[src/fmu_pkg.sv]
// fmu_pkg.sv: op codes, states and constants of the float math unit
// assumes one clock at 250 MHz; no figure here is a time
//
// Functional notes
// - values are IEEE single, two 16-bit halves
// - level enable reruns in each idle cycle; pulse once
// - integer to float into destination pair
// - float pair converted to integer destination
// - integer overflow: skip, keep result, error
// - add; overflow raises flag, result kept
// - subtract; overflow raises flag, result kept
// - multiply; overflow raises flag, result kept
// - divide; overflow raises flag, result kept
// - compare sets equal, greater or less flag
// - exactly one compare flag set after a compare
// - zone compare: inside, above or below flag
// - upper below lower: error, no comparison
// - square root into destination pair
// - negative root source: error, no operation
// - sine of hundredths-degree angle, to float
// - cosine of hundredths-degree angle, to float
// - angle out of range: error, skip
`default_nettype none
package fmu_pkg;
    // operation select driven by the sequencer
    typedef enum logic [3:0] {
        OP_I2F = 4'h0, OP_F2I = 4'h1, OP_ADD = 4'h2, OP_SUB = 4'h3,
        OP_MUL = 4'h4, OP_DIV = 4'h5, OP_CMP = 4'h6, OP_ZCP = 4'h7,
        OP_SQRT = 4'h8, OP_SIN = 4'h9, OP_COS = 4'hA
    } fmu_op_e;
    // sequencing states, one-hot
    typedef enum logic [2:0] {
        ST_IDLE = 3'b001,
        ST_LOAD = 3'b010,
        ST_RUN  = 3'b100
    } fmu_state_e;
    // float format
    localparam int FP_BIAS      = 32'h7F;  // exponent bias
    localparam int FP_EXP_INF   = 32'hFF;  // first biased exponent too large
    localparam int PK_W         = 50;      // packer magnitude width
    localparam int SCALE_W      = 12;      // packer binary scale width
    localparam logic [7:0] EXP_ONE   = 8'h7F;  // exponent of 1.0
    localparam logic [7:0] EXP_UNIT  = 8'h96;  // exponent where lsb weighs 1
    localparam logic [7:0] EXP_I32   = 8'h9E;  // 2**31, no longer fits
    localparam logic [11:0] ADD_OFS  = 12'h0AE; // unit exp plus 24 guard bits
    localparam logic [11:0] MUL_OFS  = 12'h12C; // twice the unit exponent
    localparam logic [11:0] SQ_ODD   = 12'h019; // radicand shift, odd exp
    localparam logic [11:0] SQ_EVEN  = 12'h01A; // radicand shift, even exp
    // iteration counts
    localparam logic [4:0] DIV_STEPS  = 5'h1A;  // quotient bits
    localparam logic [4:0] SQRT_STEPS = 5'h19;  // root bits
    localparam logic [4:0] CORDIC_N   = 5'h10;  // rotation steps
    // angles in hundredths of a degree
    localparam logic signed [15:0] ANGLE_LIM = 16'sh4650; // half turn
    localparam logic signed [15:0] ANGLE_QTR = 16'sh2328; // quarter turn
    localparam logic signed [19:0] CORDIC_K  = 20'sh09B75; // gain, Q16
    localparam int TRIG_FRAC = 16;              // fraction bits of x and y
    // arctangent of 2**-i in 1/256 hundredths of a degree
    localparam logic [20:0] ATAN_TAB [0:15] = '{
        21'h119400, 21'h0A6081, 21'h057BA0, 21'h02C880,
        21'h0165A2, 21'h00B2FE, 21'h005984, 21'h002CC3,
        21'h001662, 21'h000B31, 21'h000598, 21'h0002CC,
        21'h000166, 21'h0000B3, 21'h00005A, 21'h00002D
    };
endpackage : fmu_pkg
`default_nettype wire

[src/fmu_pack_if.sv]
// fmu_pack_if.sv: link between the unit's sequencer and its float packer
// assumes both ends share one clock; the link is purely combinational
`timescale 1ns/1ps
`default_nettype none
interface fmu_pack_if;
    import fmu_pkg::*;
    logic                      sign;   // sign of the value
    logic [PK_W-1:0]           mag;    // unsigned magnitude
    logic signed [SCALE_W-1:0] scale;  // value = mag * 2**scale
    logic [31:0]               fp;     // packed single
    logic                      ovf;    // too large for a single
    modport src (output sign, mag, scale, input fp, ovf);
    modport pk  (input sign, mag, scale, output fp, ovf);
endinterface : fmu_pack_if
`default_nettype wire

[src/fmu_pack.sv]
// fmu_pack.sv: normalises a scaled magnitude into a single
// assumes magnitude, sign and scale are steady while the sequencer commits
`timescale 1ns/1ps
`default_nettype none
module fmu_pack
    import fmu_pkg::*;
(
    // request and packed answer
    fmu_pack_if.pk p
);
    logic [5:0]        lead;  // position of the leading one
    logic [PK_W-1:0]   norm;  // magnitude with leading one at the top
    logic signed [12:0] bexp; // biased exponent before range checks
    logic              zero;  // result is zero or underflows

    // leading-one search; the highest set bit wins
    always_comb begin
        lead = 6'h00;
        for (int i = 0; i < PK_W; i++) begin
            if (p.mag[i]) begin
                lead = 6'(i);
            end
        end
    end

    assign norm = p.mag << (6'(PK_W - 1) - lead);
    assign bexp = $signed({7'h00, lead}) + 13'(p.scale) + 13'(FP_BIAS);
    // tiny values flush to zero; subnormals are never produced
    assign zero = (p.mag == '0) || (bexp <= 13'sh0000);
    assign p.ovf = !zero && (bexp >= 13'(FP_EXP_INF));
    // fraction is truncated toward zero, which keeps the packer small
    assign p.fp = zero ? 32'h0000_0000 : {p.sign, bexp[7:0], norm[48:26]};
endmodule : fmu_pack
`default_nettype wire

[src/fmu_top.sv]
// fmu_top.sv: single-precision execution unit for the controller sequencer
// assumes the sequencer holds op and operands steady in the trigger cycle
`timescale 1ns/1ps
`default_nettype none
module fmu_top
    import fmu_pkg::*;
(
    // clock and reset
    input  wire logic        clk,
    input  wire logic        srst,
    // sequencer control
    input  wire logic        en,
    input  wire logic        pulse_mode,
    input  wire fmu_op_e     op,
    // operands, low half first in register order
    input  wire logic [31:0] first_source,
    input  wire logic [31:0] second_source,
    input  wire logic [31:0] upper_limit,
    input  wire logic [31:0] lower_limit,
    // progress
    output logic             busy,
    output logic             done,
    // result pair and flags
    output logic [31:0]      result,
    output logic             equal_or_overflow_flag,
    output logic             greater_flag,
    output logic             less_flag,
    output logic             in_zone_flag,
    output logic             above_flag,
    output logic             below_flag,
    output logic             error_flag
);
    // sequencing
    fmu_state_e         st_q, st_d;     // unit state
    logic [4:0]         cnt_q, cnt_d;   // iterations left
    logic               en_q;           // enable one cycle ago
    logic               done_q;         // commit happened last edge
    logic               trig;           // start an operation
    logic               step;           // one iteration this cycle
    logic               commit;         // write results this cycle
    logic [4:0]         load_cnt;       // iterations for this op
    // captured operands
    fmu_op_e            op_q;
    logic [31:0]        a_q, b_q, u_q, l_q;
    // iteration state
    logic [51:0]        rem_q;          // divide / root remainder
    logic [49:0]        acc_q;          // quotient or root
    logic [49:0]        rad_q;          // root radicand, two bits a step
    logic signed [19:0] x_q, y_q;       // rotation vector, Q16
    logic signed [23:0] z_q;            // angle left to rotate
    logic               neg_q;          // trig result sign flip
    // results
    logic [31:0]        res_q;
    logic               eq_q, gt_q, lt_q, zin_q, abv_q, blw_q, err_q;
    // packer link
    fmu_pack_if         pk ();

    // operand fields; zero exponent flushes the value to zero
    logic               sgn_a, sgn_b;
    logic [7:0]         ea, eb;
    logic [23:0]        ma, mb;
    logic signed [11:0] ea_s, eb_s;
    assign sgn_a = a_q[31];
    assign sgn_b = b_q[31];
    assign ea   = a_q[30:23];
    assign eb   = b_q[30:23];
    assign ma   = (ea == 8'h00) ? 24'h00_0000 : {1'b1, a_q[22:0]};
    assign mb   = (eb == 8'h00) ? 24'h00_0000 : {1'b1, b_q[22:0]};
    assign ea_s = $signed({4'h0, ea});
    assign eb_s = $signed({4'h0, eb});

    // add and subtract: align the smaller onto the larger
    logic               bsgn, a_big;
    logic [7:0]         ediff;
    logic [47:0]        m1, m2;
    logic [48:0]        add_mag;
    logic               add_sign;
    logic signed [11:0] add_scale;
    assign bsgn      = sgn_b ^ (op_q == OP_SUB);
    assign a_big     = {ea, ma} >= {eb, mb};
    assign ediff     = a_big ? ea - eb : eb - ea;
    assign m1        = {(a_big ? ma : mb), 24'h00_0000};
    assign m2        = {(a_big ? mb : ma), 24'h00_0000} >> ediff;
    assign add_sign  = a_big ? sgn_a : bsgn;
    assign add_mag   = (sgn_a == bsgn) ? {1'b0, m1} + {1'b0, m2}
                                    : {1'b0, m1 - m2};
    assign add_scale = (a_big ? ea_s : eb_s) - $signed(ADD_OFS);

    // multiply: full mantissa product
    logic [47:0]        mul_mag;
    assign mul_mag = ma * mb;

    // divide: restoring, one quotient bit per step
    logic [51:0]        mb_ext;
    logic               div_ge;
    logic               div_zero;
    assign mb_ext   = {28'h000_0000, mb};
    assign div_ge   = rem_q >= mb_ext;
    assign div_zero = (mb == 24'h00_0000);

    // square root: digit by digit, radicand shift keeps exponent even
    logic [51:0]        sq_r, sq_t;
    logic               sq_ge, sq_bad;
    logic signed [11:0] sq_scale;
    assign sq_r     = {rem_q[49:0], rad_q[49:48]};
    assign sq_t     = {acc_q[49:0], 2'b01};
    assign sq_ge    = sq_r >= sq_t;
    assign sq_bad   = sgn_a && (a_q[30:0] != 31'h0000_0000);
    assign sq_scale = (ea_s - $signed({4'h0, EXP_UNIT})
                      - $signed(ea[0] ? SQ_ODD : SQ_EVEN)) >>> 1;

    // trig: fold the angle into a quarter turn, rotate by table
    logic signed [15:0] ang, ang_red;
    logic               ang_bad, ang_fold;
    logic [3:0]         cidx;
    logic signed [19:0] xs, ys, trig_v;
    assign ang      = $signed(a_q[15:0]);
    assign ang_bad  = (ang > ANGLE_LIM) || (ang < -ANGLE_LIM);
    assign ang_fold = (ang > ANGLE_QTR) || (ang < -ANGLE_QTR);
    assign ang_red  = (ang > ANGLE_QTR) ? ang - ANGLE_LIM :
                      (ang < -ANGLE_QTR) ? ang + ANGLE_LIM : ang;
    assign cidx     = 4'(CORDIC_N - cnt_q);
    assign xs       = x_q >>> cidx;
    assign ys       = y_q >>> cidx;
    assign trig_v   = (op_q == OP_SIN) ? y_q : x_q;

    // float to integer: truncate toward zero
    logic [31:0]        f2i_mag, f2i_res;
    logic               f2i_bad;
    assign f2i_bad = ea >= EXP_I32;
    assign f2i_mag = (ea < EXP_ONE) ? 32'h0000_0000 :
                     (ea >= EXP_UNIT) ? {8'h00, ma} << (ea - EXP_UNIT) :
                     {8'h00, ma} >> (EXP_UNIT - ea);
    assign f2i_res = sgn_a ? 32'h0000_0000 - f2i_mag : f2i_mag;

    // ordering keys: -0 equals +0, negatives reversed
    function automatic logic [31:0] ord_key(input logic [31:0] v);
        if (v[30:0] == 31'h0000_0000) begin
            return 32'h8000_0000;
        end
        return v[31] ? ~v : {1'b1, v[30:0]};
    endfunction : ord_key

    logic [31:0]        ka, kb, ku, kl;
    logic               zone_bad;
    assign ka       = ord_key(a_q);
    assign kb       = ord_key(b_q);
    assign ku       = ord_key(u_q);
    assign kl       = ord_key(l_q);
    assign zone_bad = ku < kl;

    // packer source select
    always_comb begin
        pk.sign  = 1'b0;
        pk.mag   = '0;
        pk.scale = 12'sh000;
        case (op_q)
            OP_I2F: begin
                // integer value, scale zero
                pk.sign = sgn_a;
                pk.mag  = {18'h0_0000, (sgn_a ? 32'h0000_0000 - a_q : a_q)};
            end
            OP_ADD, OP_SUB: begin
                pk.sign  = add_sign;
                pk.mag   = {1'b0, add_mag};
                pk.scale = add_scale;
            end
            OP_MUL: begin
                pk.sign  = sgn_a ^ sgn_b;
                pk.mag   = {2'b00, mul_mag};
                pk.scale = ea_s + eb_s - $signed(MUL_OFS);
            end
            OP_DIV: begin
                // quotient lsb weighs 2**-(steps-1)
                pk.sign  = sgn_a ^ sgn_b;
                pk.mag   = acc_q;
                pk.scale = ea_s - eb_s - 12'(DIV_STEPS - 5'h01);
            end
            OP_SQRT: begin
                pk.mag   = acc_q;
                pk.scale = sq_scale;
            end
            OP_SIN, OP_COS: begin
                pk.sign  = trig_v[19] ^ neg_q;
                pk.mag   = {30'h0000_0000, (trig_v[19] ? -trig_v : trig_v)};
                pk.scale = -12'(TRIG_FRAC);
            end
            default: begin
                // nothing to pack
                pk.sign = 1'b0;
            end
        endcase
    end

    fmu_pack u_pack (
        .p (pk.pk)
    );

    // level form retriggers each idle cycle; pulse form needs a rising edge
    assign trig   = (st_q == ST_IDLE) && (pulse_mode ? en && !en_q : en);
    assign step   = (st_q == ST_RUN) && (cnt_q != 5'h00);
    assign commit = (st_q == ST_RUN) && (cnt_q == 5'h00);
    // error cases skip straight to commit
    assign load_cnt = (op_q == OP_DIV) ? DIV_STEPS :
                      (op_q == OP_SQRT && !sq_bad) ? SQRT_STEPS :
                      ((op_q == OP_SIN || op_q == OP_COS) && !ang_bad) ? CORDIC_N :
                      5'h00;

    // next state
    always_comb begin
        st_d  = st_q;
        cnt_d = cnt_q;
        case (st_q)
            ST_IDLE: begin
                if (trig) begin
                    st_d = ST_LOAD;
                end
            end
            ST_LOAD: begin
                st_d  = ST_RUN;
                cnt_d = load_cnt;
            end
            ST_RUN: begin
                if (cnt_q == 5'h00) begin
                    st_d = ST_IDLE;
                end else begin
                    cnt_d = cnt_q - 5'h01;
                end
            end
            default: begin
                st_d = ST_IDLE;
            end
        endcase
    end

    // state, edge history and completion pulse
    always_ff @(posedge clk) begin
        if (srst) begin
            st_q   <= ST_IDLE;
            cnt_q  <= 5'h00;
            en_q   <= 1'b0;
            done_q <= 1'b0;
        end else begin
            st_q   <= st_d;
            cnt_q  <= cnt_d;
            en_q   <= en;
            done_q <= commit;
        end
    end

    // operands are captured so the sequencer may move on
    always_ff @(posedge clk) begin
        if (srst) begin
            op_q <= OP_I2F;
            a_q  <= 32'h0000_0000;
            b_q  <= 32'h0000_0000;
            u_q  <= 32'h0000_0000;
            l_q  <= 32'h0000_0000;
        end else if (trig) begin
            op_q <= op;
            a_q  <= first_source;
            b_q  <= second_source;
            u_q  <= upper_limit;
            l_q  <= lower_limit;
        end
    end

    // iteration registers: seeded in load, stepped in run
    always_ff @(posedge clk) begin
        if (srst || st_q == ST_LOAD) begin
            rem_q <= (op_q == OP_DIV) ? {28'h000_0000, ma} : 52'h0;
            acc_q <= 50'h0;
            rad_q <= ea[0] ? {1'b0, ma, 25'h000_0000} : {ma, 26'h000_0000};
            x_q   <= CORDIC_K;
            y_q   <= 20'sh00000;
            z_q   <= {ang_red, 8'h00};
            neg_q <= ang_fold;
        end else if (step && op_q == OP_DIV) begin
            acc_q <= {acc_q[48:0], div_ge};
            rem_q <= 52'((div_ge ? rem_q - mb_ext : rem_q) << 1);
        end else if (step && op_q == OP_SQRT) begin
            acc_q <= {acc_q[48:0], sq_ge};
            rem_q <= sq_ge ? sq_r - sq_t : sq_r;
            rad_q <= {rad_q[47:0], 2'b00};
        end else if (step) begin
            // rotate toward zero residual angle
            x_q <= z_q[23] ? x_q + ys : x_q - ys;
            y_q <= z_q[23] ? y_q - xs : y_q + xs;
            z_q <= z_q[23] ? z_q + $signed({3'h0, ATAN_TAB[cidx]})
                           : z_q - $signed({3'h0, ATAN_TAB[cidx]});
        end
    end

    // commit: only the running op's own outputs change
    always_ff @(posedge clk) begin
        if (srst) begin
            res_q <= 32'h0000_0000;
            {eq_q, gt_q, lt_q} <= 3'h0;
            {zin_q, abv_q, blw_q, err_q} <= 4'h0;
        end else if (commit) begin
            case (op_q)
                OP_I2F: begin
                    res_q <= pk.fp;
                end
                OP_F2I: begin
                    err_q <= f2i_bad;
                    if (!f2i_bad) begin
                        res_q <= f2i_res;
                    end
                end
                OP_ADD, OP_SUB, OP_MUL, OP_DIV: begin
                    // divide by zero counts as overflow
                    eq_q <= pk.ovf || (op_q == OP_DIV && div_zero);
                    if (!(pk.ovf || (op_q == OP_DIV && div_zero))) begin
                        res_q <= pk.fp;
                    end
                end
                OP_CMP: begin
                    eq_q <= ka == kb;
                    gt_q <= ka > kb;
                    lt_q <= ka < kb;
                end
                OP_ZCP: begin
                    err_q <= zone_bad;
                    if (!zone_bad) begin
                        zin_q <= (ka >= kl) && (ka <= ku);
                        abv_q <= ka > ku;
                        blw_q <= ka < kl;
                    end
                end
                OP_SQRT: begin
                    err_q <= sq_bad;
                    if (!sq_bad) begin
                        res_q <= pk.fp;
                    end
                end
                OP_SIN, OP_COS: begin
                    err_q <= ang_bad;
                    if (!ang_bad) begin
                        res_q <= pk.fp;
                    end
                end
                default: begin
                    err_q <= err_q;
                end
            endcase
        end
    end

    // outputs
    assign busy                   = st_q != ST_IDLE;
    assign done                   = done_q;
    assign result                 = res_q;
    assign equal_or_overflow_flag = eq_q;
    assign greater_flag           = gt_q;
    assign less_flag              = lt_q;
    assign in_zone_flag           = zin_q;
    assign above_flag             = abv_q;
    assign below_flag             = blw_q;
    assign error_flag             = err_q;
endmodule : fmu_top
`default_nettype wire

[config.mk]
export PLATFORM = sky130hd
export DESIGN_NAME = fmu_top
export DESIGN_NICKNAME = d
export VERILOG_FILES = /design/src/fmu_pkg.sv /design/src/fmu_pack_if.sv /design/src/fmu_pack.sv /design/src/fmu_top.sv
export SDC_FILE = /design/constraint.sdc
export NUM_CORES = 2
export LEC_CHECK = 0
export BUFFER_PORTS_ARGS = -buffer_cell sky130_fd_sc_hd__buf_2
export CAP_MARGIN = 20
export CORE_MARGIN = 2
export CORE_UTILIZATION = 36
export DETAILED_ROUTE_END_ITERATION = 16
export GPL_TIMING_DRIVEN = 0
export PLACE_DENSITY_LB_ADDON = 0.2
export SLEW_MARGIN = 10
export SYNTH_ARGS = -nofsm -noshare
export SYNTH_HDL_FRONTEND = slang
export SYNTH_SLANG_ARGS = --single-unit
[constraint.sdc]
create_clock -name clk -period 21.8 [get_ports clk]
set_input_delay 2.18 -clock clk [delete_from_list [all_inputs] [get_ports clk]]
set_output_delay 2.18 -clock clk [all_outputs]
set_load 0.1 [all_outputs]
======== Word level (Yosys, flattened, before mapping) ========
Memory sizes are Yosys's and may differ from the RTL's.
Index checks and enable logic that the tools add are counted.
Widths: inputs -> output; s select.
operators by class
  add/sub/neg operators ................... 31
  multipliers ............................. 1
  order comparisons ....................... 20
  equal/unequal tests ..................... 25
  shift-type cells ........................ 6
  muxes and demuxes ....................... 123
  bitwise logic cells ..................... 11
  reduce and logical (&&, ||, !) cells .... 57
operators by type and width
  kind                   number
  $mux 32                21
  $mux 50                6
  $pmux 50 s5            1
  $mux 24                10
  $mux 52                4
  $pmux 32 s5            1
  $not 32->32            4
  $logic_not 31->1       4
  $mux 6                 18
  $mux 5                 20
  $lt 32x32->1           3
  $mux 20                4
  $ge 32x32->1           2
  $gt 32x32->1           2
  $sub 1x32->32 const A  2
  $pmux 12 s5            1
  $ge 52x24->1           1
  $ge 52x52->1           1
  $sub 52x52->52         1
  $mux 51                1
  $sub 51x24->51         1
  $logic_not 50->1       1
  $shl 50x6->49          1
  $add 48x48->49         1
  other kinds (81)       163
storage, ports and cells
  register bits ........................... 398
  bits in read-only memories .............. 336
  output and inout port bits .............. 41
  word-level logic and storage cells ...... 300
  memories ................................ 1
memory list
  memory           words  width  rd ports  clocked after Yosys merged registers in  write ports  line            source
  (no name shown)  16     21     1         0                                        0            fmu_top.sv:290  : z_q - $signed({3'h0, ATAN_TAB[cidx]});

======== Logic depth before layout (Yosys ltp) ========
  depth after elaboration ................. 66
  depth in mapped cells ................... 76

======== By module ========
A second synthesis with hierarchy kept.
second synthesis, totals
  cell total of the unflattened synthesis .. 9167
  area, all modules ....................... 69158.8 µm²
modules (own cells, without submodules)
  module    instances  cells each  area each (µm²)  seq. area each (µm²)
  fmu_top   1          8499        64534.4          8408.1
  fmu_pack  1          668         4624.4           0.0

======== Least setup slack after synthesis ========
OpenSTA, ideal clock, no wires.
  path type ............................... register to register
  start point ............................. reg a_q[23]
  end point ............................... reg res_q[25], in the netlist result[25]
  data arrival time ....................... 14.132 ns
  slack ................................... 7.590 ns
  cell stages (with the launch flop) ...... 62
  path buffers ............................ 11
  period minus slack after synthesis ...... 14.210 ns
  path through ............................ dfxtp_1 inv_2 clkbuf_1 ha_1 and4_1 buf_2 clkbuf_1 clkbuf_1 clkbuf_1 clkbuf_1 nor3_1 fa_1 fa_1 inv_1 fa_1 inv_1 fa_1 inv_1 (+26 left out) ha_1 inv_1 ha_1 fa_1 a21o_1 a21oi_1 o21bai_1 a21oi_1 xnor2_1 nand3_1 a21oi_1 a221o_1 a21oi_1 a2111oi_2 clkbuf_1 buf_1 nor2_1 nor3_1
on the way
  word-level cells in the longest chain between the ends .. 66
  elaborated cells between the ends (all ways) .. 107
  classes of those cells .................. add/sub (17); mul (1); order compare (6); eq/ne (3); shift (3); mux (68); reduce/logical (9)
ends and longest elaborated chain
  item                                                     line                          source
  start, declared                                          fmu_top.sv:44                 logic [31:0] a_q, b_q, u_q, l_q;
  start signal, assigned                                   fmu_top.sv:261                a_q <= first_source;
  $logic_not 8->1                                          fmu_top.sv:67                 assign ma = (ea == 8'h00) ? 24'h00_0000 : {1'b1, a_q[22:0]};
  $mux 24                                                  fmu_top.sv:67
  $ge 32x32->1                                             fmu_top.sv:80                 assign a_big = {ea, ma} >= {eb, mb};
  $mux 24 / $mux 8 (equally long branches)                 fmu_top.sv:83, fmu_top.sv:81
  $shr 48x8->48                                            fmu_top.sv:83                 assign m2 = {(a_big ? mb : ma), 24'h00_0000} >> ediff;
  $sub 48x48->48 / $add 48x48->49 (equally long branches)  fmu_top.sv:86, fmu_top.sv:85
  $mux 49                                                  fmu_top.sv:85                 assign add_mag = (sgn_a == bsgn) ? {1'b0, m1} + {1'b0, m2}
  $pmux 50 s5                                              fmu_top.sv:157                case (op_q)
  (+50 left out)                                           n/a
  $add 13x8->13                                            fmu_pack.sv:27                assign bexp = $signed({7'h00, lead}) + 13'(p.scale) + 13'(FP_BIAS);
  $le 13x1->1                                              fmu_pack.sv:29                assign zero = (p.mag == '0) || (bexp <= 13'sh0000);
  $logic_or 1x1->1                                         fmu_pack.sv:29
  $logic_not 1->1                                          fmu_pack.sv:30                assign p.ovf = !zero && (bexp >= 13'(FP_EXP_INF));
  $logic_and 1x1->1                                        fmu_pack.sv:30
  $logic_or 1x1->1                                         fmu_top.sv:314                if (!(pk.ovf || (op_q == OP_DIV && div_zero))) begin
  $ne 2x2->1 (no line)                                     n/a
  $reduce_and 6->1 (no line)                               n/a
  end signal, assigned                                     fmu_top.sv:308                res_q <= f2i_res;
  end signal, assigned                                     fmu_top.sv:315                res_q <= pk.fp;
  end signal, assigned                                     fmu_top.sv:334                res_q <= pk.fp;
  end, declared                                            fmu_top.sv:53                 logic [31:0] res_q;
Parallel ways exist; a longest one is shown, timed or not. The select of a mux whose other input is x is not followed.
A chain may end at the register's enable or synchronous reset.

======== Final worst setup path ========
  start point ............................. reg a_q[23]
  end point ............................... reg res_q[30], in the netlist result[30]
The elaborated chain is that of the path after synthesis.

==> summary.txt <==
PwrDens: 86.2 nW/µm²
Routed length per instance: 30.8 µm
Skew-Pair Late Insertion Delay: 0.68 ns
Sequential-to-total area share from yosys stat: 12.4%
Syn Nets: 10.3k
Unrepaired setup endpoints after global routing: no
TritonCTS clock tree: built
CTS buffer count: 51
Minimum clock period: 21.37 ns
Vias per cell: 5.99
Post-synth top area cell: fa_1
Area grow syn2layout: 9.33%
Netlist Area Pre-Place: 68000 µm²
Most frequent cells in the layout: nand2_1 (1356), inv_1 (897), nor2_1 (685)
DRT antenna net count: 0
Commonest non-fill, non-tap cell in the layout: nand2_1
Die width: 439 µm
Setup bufs post-CTS: 0
CP peak stage delay: 0.92 ns
Status: complete, no violations
Static Leak: 32.6 nW
H-tree levels: 2
CP most frequent cell: a21oi_1
R2r setup slk: 0.43 ns
Total number of vias: 71.3k
Routability cong.: 1.07
Initial DRC count: 8095
Period utilization: 98.0%
Hpwl dp: 307 mm
Final hold viol count: 0
Fmax: 46.8 MHz
Crit Path Max Fanout: 13
Clock Skew: 0.0248 ns
Die Y: 439 µm
Worst reg2reg path depth: 65
Yosys cell types: 114
Pre-Repair DR Iteration Count: 8
Nets@finish: 10.6k
# clock sinks: 373
Tot Pwr: 6.41 mW
CP Data Required Time: 22.38 ns
Syn Inst Count: 9079
Vias in the first global route: 68.2k
Yosys warns: 0
Floorplan core area: 188000 µm²
Clk slew on worst S/H paths: 0.07 ns
Worst R2R End: result[30]$_SDFFE_PP0P_
Initial Util: 36.2%
IO buf count: 176
DRT Wirelength: 366 mm
Final Max Slew Viols: 0
WS Path Type: register to register
Peak VDD IR: 108 µV
GRT Total Usage: 37.1%
Post-Syn Area per Cell: 7.49 µm²
Initial antenna violation count: 35
Hold_sp: z_q[7]$_SDFFE_PN0P_
Post-synthesis register bit count: 373
Fraction of registers with async set/reset: 0%
Hold Path End: z_q[7]$_SDFFE_PN0P_
Crit end category: register
Filler cells: 20.0k
I/O Pins: 177
Worst reg2reg startpoint: a_q[23]$_SDFFE_PP0P_
Worst Tran Pin Value: 1.42 ns
Share of the synthesized area in the top cell type: 14.5%
Most area-consuming cells after synthesis: fa_1 (14%), ha_1 (11%), dfxtp_1 (8.2%)
Dominant synthesized flop cell: dfxtp_1
Worst endpoint data arrival time: 21.95 ns
CTS max path bufs: 3
Number of flops mapped to enable cells by yosys: 94
Setup TNS: 0 ns
Hold Path Cell Cnt: 2
Layout cells sized above 1: 6.25%
Worst slew margin: 5.19%
CP Launch Type: register
Largest net degree at the start of global routing: 44
First-pass GRT wire length: 514 mm
Final setup viols: 0
HP Class: register to register
Die footprint: 192000 µm²
Max-Cap Viols: 0
Root buffer cell: clkbuf_16
GR Overflow Total: 0
Row count: 159
CP max-delay cell: clkbuf_1
DRC Markers: 0
worst max-delay path by stage:
stage	startpoint	end	depth (start not counted)
floorplan	a_q[23]$_SDFFE_PP0P_	result[25]$_SDFFE_PP0P_	61
global placement	a_q[23]$_SDFFE_PP0P_	result[22]$_SDFFE_PP0P_	63
detailed placement	a_q[23]$_SDFFE_PP0P_	result[1]$_SDFFE_PP0P_	60
CTS	a_q[23]$_SDFFE_PP0P_	result[1]$_SDFFE_PP0P_	63
global route	a_q[23]$_SDFFE_PP0P_	result[30]$_SDFFE_PP0P_	65
finish	a_q[23]$_SDFFE_PP0P_	result[30]$_SDFFE_PP0P_	65
area by class of cell:
class,instances,area (µm²),share of cell area [%]
Buffer,568,2260,3.03
Sequential cell,373,8410,11.3
Clock buffer,65,1430,1.93
Inverter,908,3410,4.59
Clock inverter,27,355,0.478
Tap cell,2495,3120,4.20
Antenna cell,15,37.5,0.0505
Multi-Input combinational cell,7230,54000,72.6
Timing Repair Buffer,215,1340,1.80
cell usage after synthesis, types with 22 or more instances:
master,instances
a21boi_0,33
o22ai_1,80
nand3_1,131
a211oi_1,83
a31oi_1,62
o21a_1,44
a21o_1,83
dfxtp_1,279
edfxtp_1,94
a221oi_1,34
inv_1,897
buf_2,29
nor2b_1,87
o21bai_1,64
and2_1,217
nor4_1,57
or2_2,31
nor3b_1,22
nand4_1,78
o211ai_1,70
fa_1,491
o21ai_0,484
a22oi_1,27
xor2_1,205
nand2_1,1356
buf_1,57
and3_1,68
o221ai_1,44
nor3_1,209
ha_1,604
mux2i_1,278
nand2b_1,94
a21oi_1,631
or3_1,53
clkbuf_1,470
mux2_2,93
xnor2_1,278
mux4_2,26
o31ai_1,46
nor2_1,685
metrics by stage:
step                hold WS [ns]  worst slack (ns)  std cells  utilization, %  area (µm²)
floorplan                  0.436              7.59       9079               -       68000
global route               0.498            0.0797      11900            39.6       74300
CTS                        0.466              1.17      11900            39.5       74300
finish                     0.464             0.428      11900            39.6       74300
global placement           0.446             0.752      11800            38.3       72000
detailed placement         0.455              1.28      11800            38.6       72500
state kept, by name, indices dropped and copies added (netlist names), 3 cells and up:
| signal | cells |
|---|---|
| result | 32 |
| z_q | 24 |
| rem_q | 52 |
| rad_q | 25 |
| b_q | 32 |
| y_q | 20 |
| op_q | 4 |
| acc_q | 50 |
| l_q | 32 |
| u_q | 32 |
| x_q | 20 |
| st_q | 3 |
| a_q | 32 |
| cnt_q | 5 |
timing repair:
action,4_1_cts,5_1_grt
setup endpoints to repair,0,6
resized for setup,0,1
hold buffers,0,0
cell families (layout without fill, tap and decap cells):
logic type	Yosys count	after routing	synth area share (%)
simple gates	3172	3172	21.4
compound gates	2067	2067	19.4
buf+inv	1476	1783	8.30
fa+ha+maj	1095	1095	25.6
xor+xnor	485	485	6.27
mux	411	411	6.74
flops	373	373	12.4
other cells	0	15	0
critical path, delay by kind of cell (launching register included):
kind                       cells  cell delay, ns
muxes                          1            0.13
buffers and inverters         17            6.38
and+or+nand+nor               14            3.00
AOI/OAI and AO/OA             22            6.80
DFF                            1            0.51
adders and majority gates     11            4.39
report_power, final:
group | leakage [nW] | switching (mW) | total, mW | internal, mW
logic | 28.5 | 3.15 | 4.64 | 1.49
registers | 3.23 | 0.0695 | 0.833 | 0.764
clock network | 0.859 | 0.395 | 0.934 | 0.540
total | 32.6 | 3.61 | 6.41 | 2.80
layer usage:
layer / global-route usage, % / routed length, µm / up-vias
met2: 55.0 / 153000 / 3524
met3: 7.75 / 32500 / 785
met4: 22.4 / 26300 / 18
met5: 0 / 237 / -
met1: 49.3 / 154000 / 35300
li1: - / - / 31700
No activity file was read; power rests on OpenSTA's default activity.
